<file path="src/core/exec_defs.vh">
// Constants for the instruction execution unit
`ifndef EXEC_DEFS_VH
`define EXEC_DEFS_VH

// ==========================================================
// APB register byte offsets
`define OFS_INSN 8'h00
`define OFS_ACC 8'h04
`define OFS_FLAGS 8'h08
`define OFS_LATCH 8'h0C
`define OFS_PC 8'h10
`define OFS_FADDR 8'h14
`define OFS_FDATA 8'h18
`define OFS_STAT 8'h1C

// ==========================================================
// Flag register fields
`define FLG_CARRY 0
`define FLG_NIBBLE 1
`define FLG_ZERO 2

// ==========================================================
// Instruction word layout (14 bits)
`define INSN_W 14
`define OPC_HI 13
`define OPC_LO 11
`define DEST_BIT 7
`define BSEL_HI 9
`define BSEL_LO 7
`define FADR_HI 6
`define JMP_HI 10
`define LATCH_PG_HI 4
`define LATCH_PG_LO 3

// ==========================================================
// Operation codes (top three bits of the word)
`define OP_ADD_LIT 3'h0
`define OP_AND_LIT 3'h1
`define OP_ADD_FILE 3'h2
`define OP_AND_FILE 3'h3
`define OP_INV_FILE 3'h4
`define OP_CLR_BIT 3'h5
`define OP_SET_BIT 3'h6
`define OP_JUMP 3'h7

// ==========================================================
// Reset values and timing
`define ACC_RST 8'h00
`define FLAGS_RST 3'h0
`define LATCH_RST 5'h00
`define PC_RST 13'h0000
`define ICYC_CLKS_DEF 4
`define FILE_DEPTH_DEF 128

`endif

</file>
<file path="src/core/core_exec_unit.v">
// Instruction execution unit with APB register access
`timescale 1ns/1ps
`default_nettype none
`include "exec_defs.vh"

// Functional notes
// - Literal add into accumulator, arithmetic flags
// - File add to destination, arithmetic flags
// - Destination bit picks accumulator or file for file add, AND and invert
// - File AND, only zero flag
// - Literal AND into accumulator, zero flag
// - File invert to destination, zero flag
// - Clear chosen file bit, flags kept
// - Set chosen file bit, flags kept
// - Jump loads immediate and latch page bits
// - Jump takes two cycles, flags kept
module core_exec_unit #(
   parameter ICYC_CLKS = `ICYC_CLKS_DEF,
   parameter FILE_DEPTH = `FILE_DEPTH_DEF
) (
   input wire clk,
   input wire rst_n,
   input wire psel,
   input wire penable,
   input wire pwrite,
   input wire [7:0] paddr,
   input wire [31:0] pwdata,
   output reg [31:0] prdata,
   output reg pready,
   output reg pslverr,
   output reg busy
);

   localparam [1:0] ST_IDLE = 2'b01;
   localparam [1:0] ST_RUN = 2'b10;
   localparam [3:0] CNT_ONE = 4'h1;
   localparam [3:0] ICYC = ICYC_CLKS[3:0];

   // ==========================================================
   // State
   reg [1:0] state_reg;
   reg [1:0] state_next;
   reg [3:0] cnt_reg;
   reg [3:0] cnt_next;
   reg [13:0] insn_reg;
   reg [13:0] insn_next;
   reg [7:0] acc_reg;
   reg [7:0] acc_next;
   reg carry_reg;
   reg carry_next;
   reg nibble_reg;
   reg nibble_next;
   reg zero_reg;
   reg zero_next;
   reg [12:0] pc_reg;
   reg [12:0] pc_next;
   reg [4:0] latch_reg;
   reg [4:0] latch_next;
   reg [6:0] faddr_reg;
   reg [6:0] faddr_next;
   reg [31:0] rdMux;
   reg rdErr;
   reg settle_reg;

   wire [2:0] op;
   wire destFile;
   wire isJump;
   wire [3:0] lastCnt;
   wire running;
   wire execNow;
   wire lastNow;
   wire apbDone;
   wire apbWr;
   wire [7:0] aluRes;
   wire aluC;
   wire aluDc;
   wire aluZ;
   wire updArith;
   wire updZero;
   wire fileOp;
   wire [7:0] fileQ;
   wire memWe;
   wire [6:0] memAddr;
   wire [7:0] memWdata;
   wire toFile;

   assign op = insn_reg[`OPC_HI:`OPC_LO];
   assign destFile = insn_reg[`DEST_BIT];
   assign isJump = (op == `OP_JUMP);
   assign running = state_reg[1];
   assign lastCnt = isJump ? ((ICYC << 1) - CNT_ONE) : (ICYC - CNT_ONE);
   // results commit at count one; non-jump ops end after ICYC clocks
   assign execNow = running && (cnt_reg == CNT_ONE);
   assign lastNow = running && (cnt_reg == lastCnt);
   assign apbDone = psel && penable && pready;
   assign apbWr = apbDone && pwrite;

   // ==========================================================
   // Datapath
   exec_alu alu (
      .op(op),
      .acc(acc_reg),
      .fileVal(fileQ),
      .lit(insn_reg[7:0]),
      .bitSel(insn_reg[`BSEL_HI:`BSEL_LO]),
      .result(aluRes),
      .carry(aluC),
      .nibble(aluDc),
      .zero(aluZ),
      .updArith(updArith),
      .updZero(updZero),
      .fileOp(fileOp)
   );

   assign toFile = fileOp &&
      (destFile || op == `OP_CLR_BIT || op == `OP_SET_BIT);

   // Bus and core never write in the same cycle: bus stalls while busy
   assign memWe = (execNow && toFile) ||
      (apbWr && paddr == `OFS_FDATA);
   assign memAddr = running ? insn_reg[`FADR_HI:0] : faddr_reg;
   assign memWdata = running ? aluRes : pwdata[7:0];

   file_ram #(
      .DEPTH(FILE_DEPTH),
      .AW(7),
      .DW(8)
   ) ram (
      .clk(clk),
      .we(memWe),
      .addr(memAddr),
      .wdata(memWdata),
      .rdata(fileQ)
   );

   // ==========================================================
   // Read mux and decode
   always @* begin
      rdMux = 32'h00000000;
      rdErr = 1'b0;
      case (paddr)
         `OFS_INSN: rdMux = {18'h00000, insn_reg};
         `OFS_ACC: rdMux = {24'h000000, acc_reg};
         `OFS_FLAGS: rdMux = {29'h00000000, zero_reg, nibble_reg,
            carry_reg};
         `OFS_LATCH: rdMux = {27'h0000000, latch_reg};
         `OFS_PC: rdMux = {19'h00000, pc_reg};
         `OFS_FADDR: rdMux = {25'h0000000, faddr_reg};
         `OFS_FDATA: rdMux = {24'h000000, fileQ};
         `OFS_STAT: rdMux = {31'h00000000, running};
         default: rdErr = 1'b1;
      endcase
   end

   // ==========================================================
   // Next state
   always @* begin
      state_next = state_reg;
      cnt_next = cnt_reg;
      insn_next = insn_reg;
      acc_next = acc_reg;
      carry_next = carry_reg;
      nibble_next = nibble_reg;
      zero_next = zero_reg;
      pc_next = pc_reg;
      latch_next = latch_reg;
      faddr_next = faddr_reg;
      case (state_reg)
         ST_IDLE: begin
            cnt_next = 4'h0;
            if (apbWr) begin
               case (paddr)
                  `OFS_INSN: begin
                     insn_next = pwdata[13:0];
                     state_next = ST_RUN;
                  end
                  `OFS_ACC: acc_next = pwdata[7:0];
                  `OFS_FLAGS: begin
                     carry_next = pwdata[`FLG_CARRY];
                     nibble_next = pwdata[`FLG_NIBBLE];
                     zero_next = pwdata[`FLG_ZERO];
                  end
                  `OFS_LATCH: latch_next = pwdata[4:0];
                  `OFS_FADDR: faddr_next = pwdata[6:0];
                  default: faddr_next = faddr_reg;
               endcase
            end
         end
         ST_RUN: begin
            cnt_next = cnt_reg + CNT_ONE;
            if (execNow) begin
               // destination zero keeps result in accumulator
               if (fileOp ? !toFile : !isJump) begin
                  acc_next = aluRes;
               end
               if (updArith) begin
                  carry_next = aluC;
                  nibble_next = aluDc;
               end
               if (updZero) begin
                  zero_next = aluZ;
               end
            end
            if (lastNow) begin
               state_next = ST_IDLE;
               cnt_next = 4'h0;
               // page bits from latch, low bits immediate
               if (isJump) begin
                  pc_next = {latch_reg[`LATCH_PG_HI:`LATCH_PG_LO],
                     insn_reg[`JMP_HI:0]};
               end else begin
                  pc_next = pc_reg + 13'h0001;
               end
            end
         end
         default: begin
            state_next = ST_IDLE;
            cnt_next = 4'h0;
         end
      endcase
   end

   // ==========================================================
   // Registers
   always @(posedge clk) begin
      if (!rst_n) begin
         state_reg <= ST_IDLE;
         cnt_reg <= 4'h0;
         insn_reg <= 14'h0000;
         acc_reg <= `ACC_RST;
         carry_reg <= 1'b0;
         nibble_reg <= 1'b0;
         zero_reg <= 1'b0;
         pc_reg <= `PC_RST;
         latch_reg <= `LATCH_RST;
         faddr_reg <= 7'h00;
         busy <= 1'b0;
         settle_reg <= 1'b0;
      end else begin
         state_reg <= state_next;
         cnt_reg <= cnt_next;
         insn_reg <= insn_next;
         acc_reg <= acc_next;
         carry_reg <= carry_next;
         nibble_reg <= nibble_next;
         zero_reg <= zero_next;
         pc_reg <= pc_next;
         latch_reg <= latch_next;
         faddr_reg <= faddr_next;
         busy <= state_next[1];
         settle_reg <= lastNow;
      end
   end

   // ==========================================================
   // APB answer
   // Stalling while busy keeps bus writes off the core's results
   always @(posedge clk) begin
      if (!rst_n) begin
         pready <= 1'b0;
         prdata <= 32'h00000000;
         pslverr <= 1'b0;
      // Gap cycle lets the file read port return to faddr
      end else if (psel && penable && !pready && !running &&
         !settle_reg) begin
         pready <= 1'b1;
         prdata <= pwrite ? 32'h00000000 : rdMux;
         pslverr <= rdErr;
      end else begin
         pready <= 1'b0;
         prdata <= 32'h00000000;
         pslverr <= 1'b0;
      end
   end

endmodule

`default_nettype wire

</file>
<file path="src/core/exec_alu.v">
// Result and flag computation for the instruction subset
`timescale 1ns/1ps
`default_nettype none
`include "exec_defs.vh"

module exec_alu (
   input wire [2:0] op,
   input wire [7:0] acc,
   input wire [7:0] fileVal,
   input wire [7:0] lit,
   input wire [2:0] bitSel,
   output reg [7:0] result,
   output reg carry,
   output reg nibble,
   output reg zero,
   output reg updArith,
   output reg updZero,
   output reg fileOp
);

   // Sum with carry out of bit 7 and bit 3
   function [9:0] addFlags;
      input [7:0] a;
      input [7:0] b;
      reg [8:0] full;
      reg [4:0] low;
      begin
         full = {1'b0, a} + {1'b0, b};
         low = {1'b0, a[3:0]} + {1'b0, b[3:0]};
         addFlags = {full[8], low[4], full[7:0]};
      end
   endfunction

   function [7:0] bitMask;
      input [2:0] b;
      begin
         bitMask = 8'h01 << b;
      end
   endfunction

   reg [9:0] sum;

   // ==========================================================
   // Operation decode
   always @* begin
      sum = 10'h000;
      result = 8'h00;
      updArith = 1'b0;
      updZero = 1'b0;
      fileOp = 1'b0;
      case (op)
         `OP_ADD_LIT: begin
            sum = addFlags(acc, lit);
            result = sum[7:0];
            updArith = 1'b1;
            updZero = 1'b1;
         end
         `OP_AND_LIT: begin
            result = acc & lit;
            updZero = 1'b1;
         end
         `OP_ADD_FILE: begin
            sum = addFlags(acc, fileVal);
            result = sum[7:0];
            updArith = 1'b1;
            updZero = 1'b1;
            fileOp = 1'b1;
         end
         `OP_AND_FILE: begin
            result = acc & fileVal;
            updZero = 1'b1;
            fileOp = 1'b1;
         end
         `OP_INV_FILE: begin
            result = ~fileVal;
            updZero = 1'b1;
            fileOp = 1'b1;
         end
         `OP_CLR_BIT: begin
            result = fileVal & ~bitMask(bitSel);
            fileOp = 1'b1;
         end
         `OP_SET_BIT: begin
            result = fileVal | bitMask(bitSel);
            fileOp = 1'b1;
         end
         default: begin
            result = 8'h00;
         end
      endcase
      carry = sum[9];
      nibble = sum[8];
      zero = ~|result;
   end

endmodule

`default_nettype wire

</file>
<file path="src/core/file_ram.v">
// File register memory with registered read data
`timescale 1ns/1ps
`default_nettype none

module file_ram #(
   parameter DEPTH = 128,
   parameter AW = 7,
   parameter DW = 8
) (
   input wire clk,
   input wire we,
   input wire [AW-1:0] addr,
   input wire [DW-1:0] wdata,
   output reg [DW-1:0] rdata
);

   reg [DW-1:0] mem [0:DEPTH-1];

   // ==========================================================
   // Write first, read back new data next cycle
   always @(posedge clk) begin
      if (we) begin
         mem[addr] <= wdata;
      end
      rdata <= we ? wdata : mem[addr];
   end

endmodule

`default_nettype wire

</file>
<file path="config.mk">
export PLATFORM = sky130hd
export DESIGN_NAME = core_exec_unit
export DESIGN_NICKNAME = d
export VERILOG_FILES = /design/src/core/core_exec_unit.v /design/src/core/exec_alu.v /design/src/core/file_ram.v
export VERILOG_INCLUDE_DIRS = /design/src /design/src/core
export SDC_FILE = /design/constraint.sdc
export NUM_CORES = 1
export LEC_CHECK = 0
export BUFFER_PORTS_ARGS = -buffer_cell sky130_fd_sc_hd__buf_2
export CAP_MARGIN = 20
export CORE_MARGIN = 3
export CORE_UTILIZATION = 49
export DETAILED_ROUTE_END_ITERATION = 10
export PLACE_DENSITY = 0.71
export SLEW_MARGIN = 20
export SYNTH_ARGS = -nofsm -noshare
export SYNTH_HDL_FRONTEND = slang
export SYNTH_SLANG_ARGS = --single-unit
</file>
<file path="constraint.sdc">
create_clock -name clk -period 9.29 [get_ports clk]
set_input_delay 0.4645 -clock clk [delete_from_list [all_inputs] [get_ports clk]]
set_output_delay 0.4645 -clock clk [all_outputs]
set_load 0.1 [all_outputs]
</file>
Word-level counts from Yosys, hierarchy flattened
Memories as Yosys holds them, arrays and structs flattened. A register that Yosys moved wholly into a read port is not among the register bits.
Index checks and enable logic that the tools add are counted.
- multipliers: 0
- muxes and demuxes: 39
- eq/ne operators: 27
- add/subtract/negate cells: 6
- shift operators: 1
- divide/modulo/power cells: 0
- bitwise logic cells: 9
- $lt $le $gt $ge: 0
- reductions and logical operators: 39
- operators by type and width (kind ; count):
    case mux 14 bit (8 select lines) ; 1
    case mux 8 bit (7 select lines) ; 1
    2-to-1 mux 8 bit ; 5
    == test 8 x 5 -> 1 bit, second input constant ; 4
    AND 8 bit ; 3
    2-to-1 mux 1 bit ; 20
    case mux 10 bit (2 select lines) ; 1
    adder 8 x 8 -> 9 bit ; 2
    == test 8 x 4 -> 1 bit, second input constant ; 2
    inverter 8 bit ; 2
    case mux 8 bit (2 select lines) ; 1
    OR reduction 8 bit ; 2
    AND reduction 5 bit ; 3
    adder 13 x 1 -> 13 bit, second input constant ; 1
    2-to-1 mux 13 bit ; 1
    == test 3 bit, second input constant ; 4
    AND reduction 3 bit ; 4
    logical AND 1 bit ; 11
    adder 4 x 4 -> 5 bit ; 2
    inequality test 2 x 1 -> 1 bit, second input constant ; 5
    OR reduction 5 bit ; 2
    == test 8 x 3 -> 1 bit, second input constant ; 1
    logical NOT 8 bit ; 1
    inequality test 2 bit, second input constant ; 4
    22 further kinds ; 38
- output and inout bits: 35
- memories: 1
- register bits: 91
- bits of input ports: 45
- word-level logic and storage cells: 137
- bits in latches: 0
- memory bits (read-only): 0
- bits in writable memories: 1024
- memory list (name ; words ; bits a word ; rd ports ; clocked after memory_dff ; write ports ; RTL line ; RTL):
    ram.mem ; 128 ; 8 ; 1 ; 1 ; 1 ; file_ram.v:17 ; reg [DW-1:0] mem [0:DEPTH-1];

Longest topological paths before layout
- depth after elaboration: 9
- mapped depth: 23
- depth with buffers taken out: 18

By module
Synthesis repeated with hierarchy kept, for this count alone.
- cell total of the unflattened synthesis: 2340
- area, all modules: 45408.6 µm²
- by module, submodules not included (module ; seq. area each (µm²) ; area an instance (µm²) ; cells each ; times used):
    file_ram ; 30889.6 ; 39645.5 ; 1634 ; 1
    core_exec_unit ; 1461.4 ; 4341.7 ; 500 ; 1
    exec_alu ; 0.0 ; 1421.4 ; 206 ; 1

Worst setup path after synthesis
No wires, ideal clock.
- path kind: register -> register
- start: register (tool-made name)
- end: memory ram.mem[0][4], data pin
- path buffers: 3
- path slack: 0.846 ns
- required time: 8.321 ns
- arrival: 7.475 ns
- clock period less this slack: 8.444 ns
- library setup time: 0.969 ns
- cell stages (with the launch flop): 19
- cell sequence: dfxtp_1 > buf_6 > buf_6 > buf_2 > mux4_2 > mux2_2 > o2111ai_1 > nand2_1 > o31ai_2 > or2_2 > inv_1 > ha_1 > fa_1 > a211oi_1 > nor2_1 > o21ai_0 > a32oi_1 > or2_2 > a31oi_1
- RTL lines (element ; RTL line):
    to (decl) ; file_ram.v:17

==> impl_metrics.json <==
{
  "cts_root_buf": "clkbuf_16",
  "crit_type": "flip-flop to flip-flop",
  "die_h_um": 311,
  "coreArea_um2": 91900,
  "finalMaxSlewViolations": 0,
  "rsz0062_at_grt": "false",
  "netlist_top_cells_area": "edfxtp_1, mux4_2, mux2i_1",
  "setup-tns-final_ns": 0,
  "critPathMaxFanout": 61,
  "syn_inst": 2648,
  "clock_sink_count": 1104,
  "cellPowerDensity_nw_per_um2": 196,
  "start_util_pct": 49.6,
  "regToRegEndpoint": "ram.mem[51][7]$_DFFE_PP_",
  "irDropWorstVdd_uv": 167,
  "synth.cell_area_um2": 45600,
  "die_area_um2": 96800,
  "clk_latency_ns": 0.70,
  "drive_above_1_share_pct": 18.9,
  "end_kind": "flip-flop",
  "htree_levels": 3,
  "synth_edf_count": 1024,
  "nNetsFinal": 2780,
  "clock_path_buffers": 3,
  "final_cells": 4049,
  "wl_um": 122000,
  "cp-start-kind": "flip-flop",
  "cp_data_arrival_time_ns": 7.04,
  "place_ws_ns": 2.65,
  "cts_tree": "yes",
  "crit_chain": "buf_12 > nor2b_1 > buf_4 > a22oi_1 > a31oi_1 > nand4_1 > o22ai_1 > a211oi_2 > ha_1 > a21oi_1 > o21ai_0 > a31oi_1 > xor2_1 > nor2_1 > a211o_1 > o21ai_0 > o21ai_4 > buf_4",
  "r2r_slack_ns": 2.59,
  "yosysTopAreaCell": "edfxtp_1",
  "syn-mean-instance-area_um2": 17.2,
  "area_growth_pct": 11.0,
  "slew_headroom_pct": 23.7,
  "die_x_um": 311,
  "drc": 0,
  "cts-buffers-inserted": 108,
  "path_clk_slew_ns": 0.07,
  "power.leakage_nw": 15.5,
  "placed_area_um2": 47000,
  "cts_resized": 0,
  "grt_pass1_wl_um": 177000,
  "slowest_stage": "dfxtp_4",
  "hold_class": "input port to flip-flop",
  "fin_crit_sh_pct": 72.1,
  "rows": 111,
  "ys_seq_elements": 1104,
  "wl_per_cell_um": 30.0,
  "ios": 80,
  "yosysTopAreaCellShare_pct": 67.4,
  "cts_hold_buf": 2,
  "synthArstFlopShare_pct": 0,
  "post-cts-setup-buffer-count": 0,
  "vias": 25966,
  "ant_nets": 0,
  "drv_cap": 0,
  "hold_viol_final": 0,
  "finalCriticalPeriod_ns": 6.70,
  "largest_reg_flops": 1024,
  "grt_pass1_vias": 25181,
  "grt_start_max_net_pins": 129,
  "outcome": "completed",
  "fmax_mhz": 149,
  "max_slew.worst_pin.slew_ns": 1.14,
  "cp-endpoint": "ram.mem[51][7]$_DFFE_PP_",
  "dp_hpwl_um": 76400,
  "cp_data_required_time_ns": 9.63,
  "drt_iter0_markers": 4052,
  "portBuffers": 43,
  "routabilityCongestion": 0.941,
  "yosys_warnings": 0,
  "slowest_delay_ns": 0.83,
  "synthFlopType": "edfxtp_1",
  "synth_seq_area_share_pct": 70.9,
  "setup_slack_ns": 2.59,
  "viasPerCell": 6.41,
  "grt_usage_pct": 24.8,
  "dp_cells": 3840,
  "nFillCells": 7023,
  "design_area_um2": 50600,
  "skew_ns": 0.0401,
  "grt.overflow.total": 0,
  "dr.pass1.iters": 8,
  "antenna_found_initial": 0,
  "synth_cell_types": 90,
  "setup_violations": 0,
  "ff2ff_path_depth": 18
}
critical path, delay by kind of cell, from the launching register on:
family,cells,cell delay (ns)
simple gates,3,0.49
buf+inv,3,1.19
fa+ha+maj,1,0.42
flops,1,0.83
xor+xnor,1,0.24
compound gates,10,2.96
synthesized netlist by cell type (all sizes together) (12+ instances only):
cell type and n:
dfxtp 80, o21ai 67, nor3 23, inv 22, nor2b 14, edfxtp 1024, buf 100, nor2 257
a21oi 81, mux2i 166, nor3b 12, a22oi 54, nand2b 12, clkbuf 64, mux2 22, a211oi 25
o22ai 35, a221oi 16, o221ai 12, nand3 36, ha 22, nand2 121, mux4 204
metal layers:
metal	vias up	GRT usage, %	share of wire, %
met5	-	0	0
met4	0	9.75	4.1
met3	257	5.19	11
met2	1632	37.9	46
met1	13332	35.3	39
li1	10745	-	-
through the flow:
step / power, mW / hold WS [ns] / utilization [%]
floorplan: 5.63 / 0.433 / -
global placement: 5.66 / 0.442 / 51.1
detailed placement: 5.67 / 0.474 / 51.1
CTS: 9.97 / 0.00952 / 55.0
global route: 10.2 / 0.0620 / 55.0
finish: 9.93 / 0.0336 / 55.0
where the power goes:
| part | internal [mW] | total [mW] | switching [mW] |
|---|---|---|---|
| combinational | 0.0168 | 0.143 | 0.126 |
| clock | 2.46 | 4.36 | 1.91 |
| sequential | 5.42 | 5.42 | 0.000202 |
| total | 7.90 | 9.93 | 2.03 |
logic make-up after synthesis:
logic type	after synthesis	synth area share, %
and+or+nand+nor	549	5.57
AOI/OAI and AO/OA	381	5.67
adders and majority gates	24	0.691
DFF	1104	70.9
muxes	392	14.3
other	1	0.00822
buffers and inverters	188	2.61
xor gates and xnor gates	9	0.173
final cells by class:
| cell class | instances | area, um^2 | share of cell area (%) |
|---|---|---|---|
| repair buffers | 100 | 776 | 1.53 |
| well taps | 1243 | 1560 | 3.07 |
| flip-flops and latches | 1104 | 32400 | 64.0 |
| multi-input cells | 1373 | 12300 | 24.2 |
| clock buffers | 131 | 2850 | 5.64 |
| inverters | 24 | 90.1 | 0.178 |
| diodes | 1 | 2.50 | 0.00494 |
| clock inverters | 73 | 707 | 1.40 |
worst min path at each step:
| stage | end | cells after the start | slack, ns | from |
|---|---|---|---|---|
| 6_report | insn_reg[11]$_SDFFE_PN0P_ | 3 | 0.03 | pwdata[11] |
| 2_1_floorplan | cnt_reg[0]$_SDFF_PP0_ | 1 | 0.43 | cnt_reg[0]$_SDFF_PP0_ |
| 4_1_cts | insn_reg[11]$_SDFFE_PN0P_ | 3 | 0.01 | pwdata[11] |
| 3_5_place_dp | cnt_reg[0]$_SDFF_PP0_ | 1 | 0.47 | cnt_reg[0]$_SDFF_PP0_ |
| 3_3_place_gp | cnt_reg[0]$_SDFF_PP0_ | 1 | 0.44 | cnt_reg[0]$_SDFF_PP0_ |
| 5_1_grt | insn_reg[11]$_SDFFE_PN0P_ | 3 | 0.06 | pwdata[11] |
placed cells by master, fill, tap and decap left out, types with 12 or more instances in the layout:
cell       count
o221ai_1      12
mux4_2       195
a221oi_1      16
clkbuf_1      20
clkinv_2      19
o22ai_1       35
buf_2         43
nor2b_1       13
clkinv_1      24
inv_1         20
buf_4         46
o21ai_0       55
mux2i_1      166
clkbuf_16    111
dfxtp_1       74
edfxtp_1    1024
conb_1        18
ha_1          22
nand3_1       31
nand2_1      120
a22oi_1       54
a21oi_1       77
nor2_1       251
mux2_2        19
nor3_1        22
nand2b_1      12
a211oi_1      24
(Power assumes the default switching activity.)
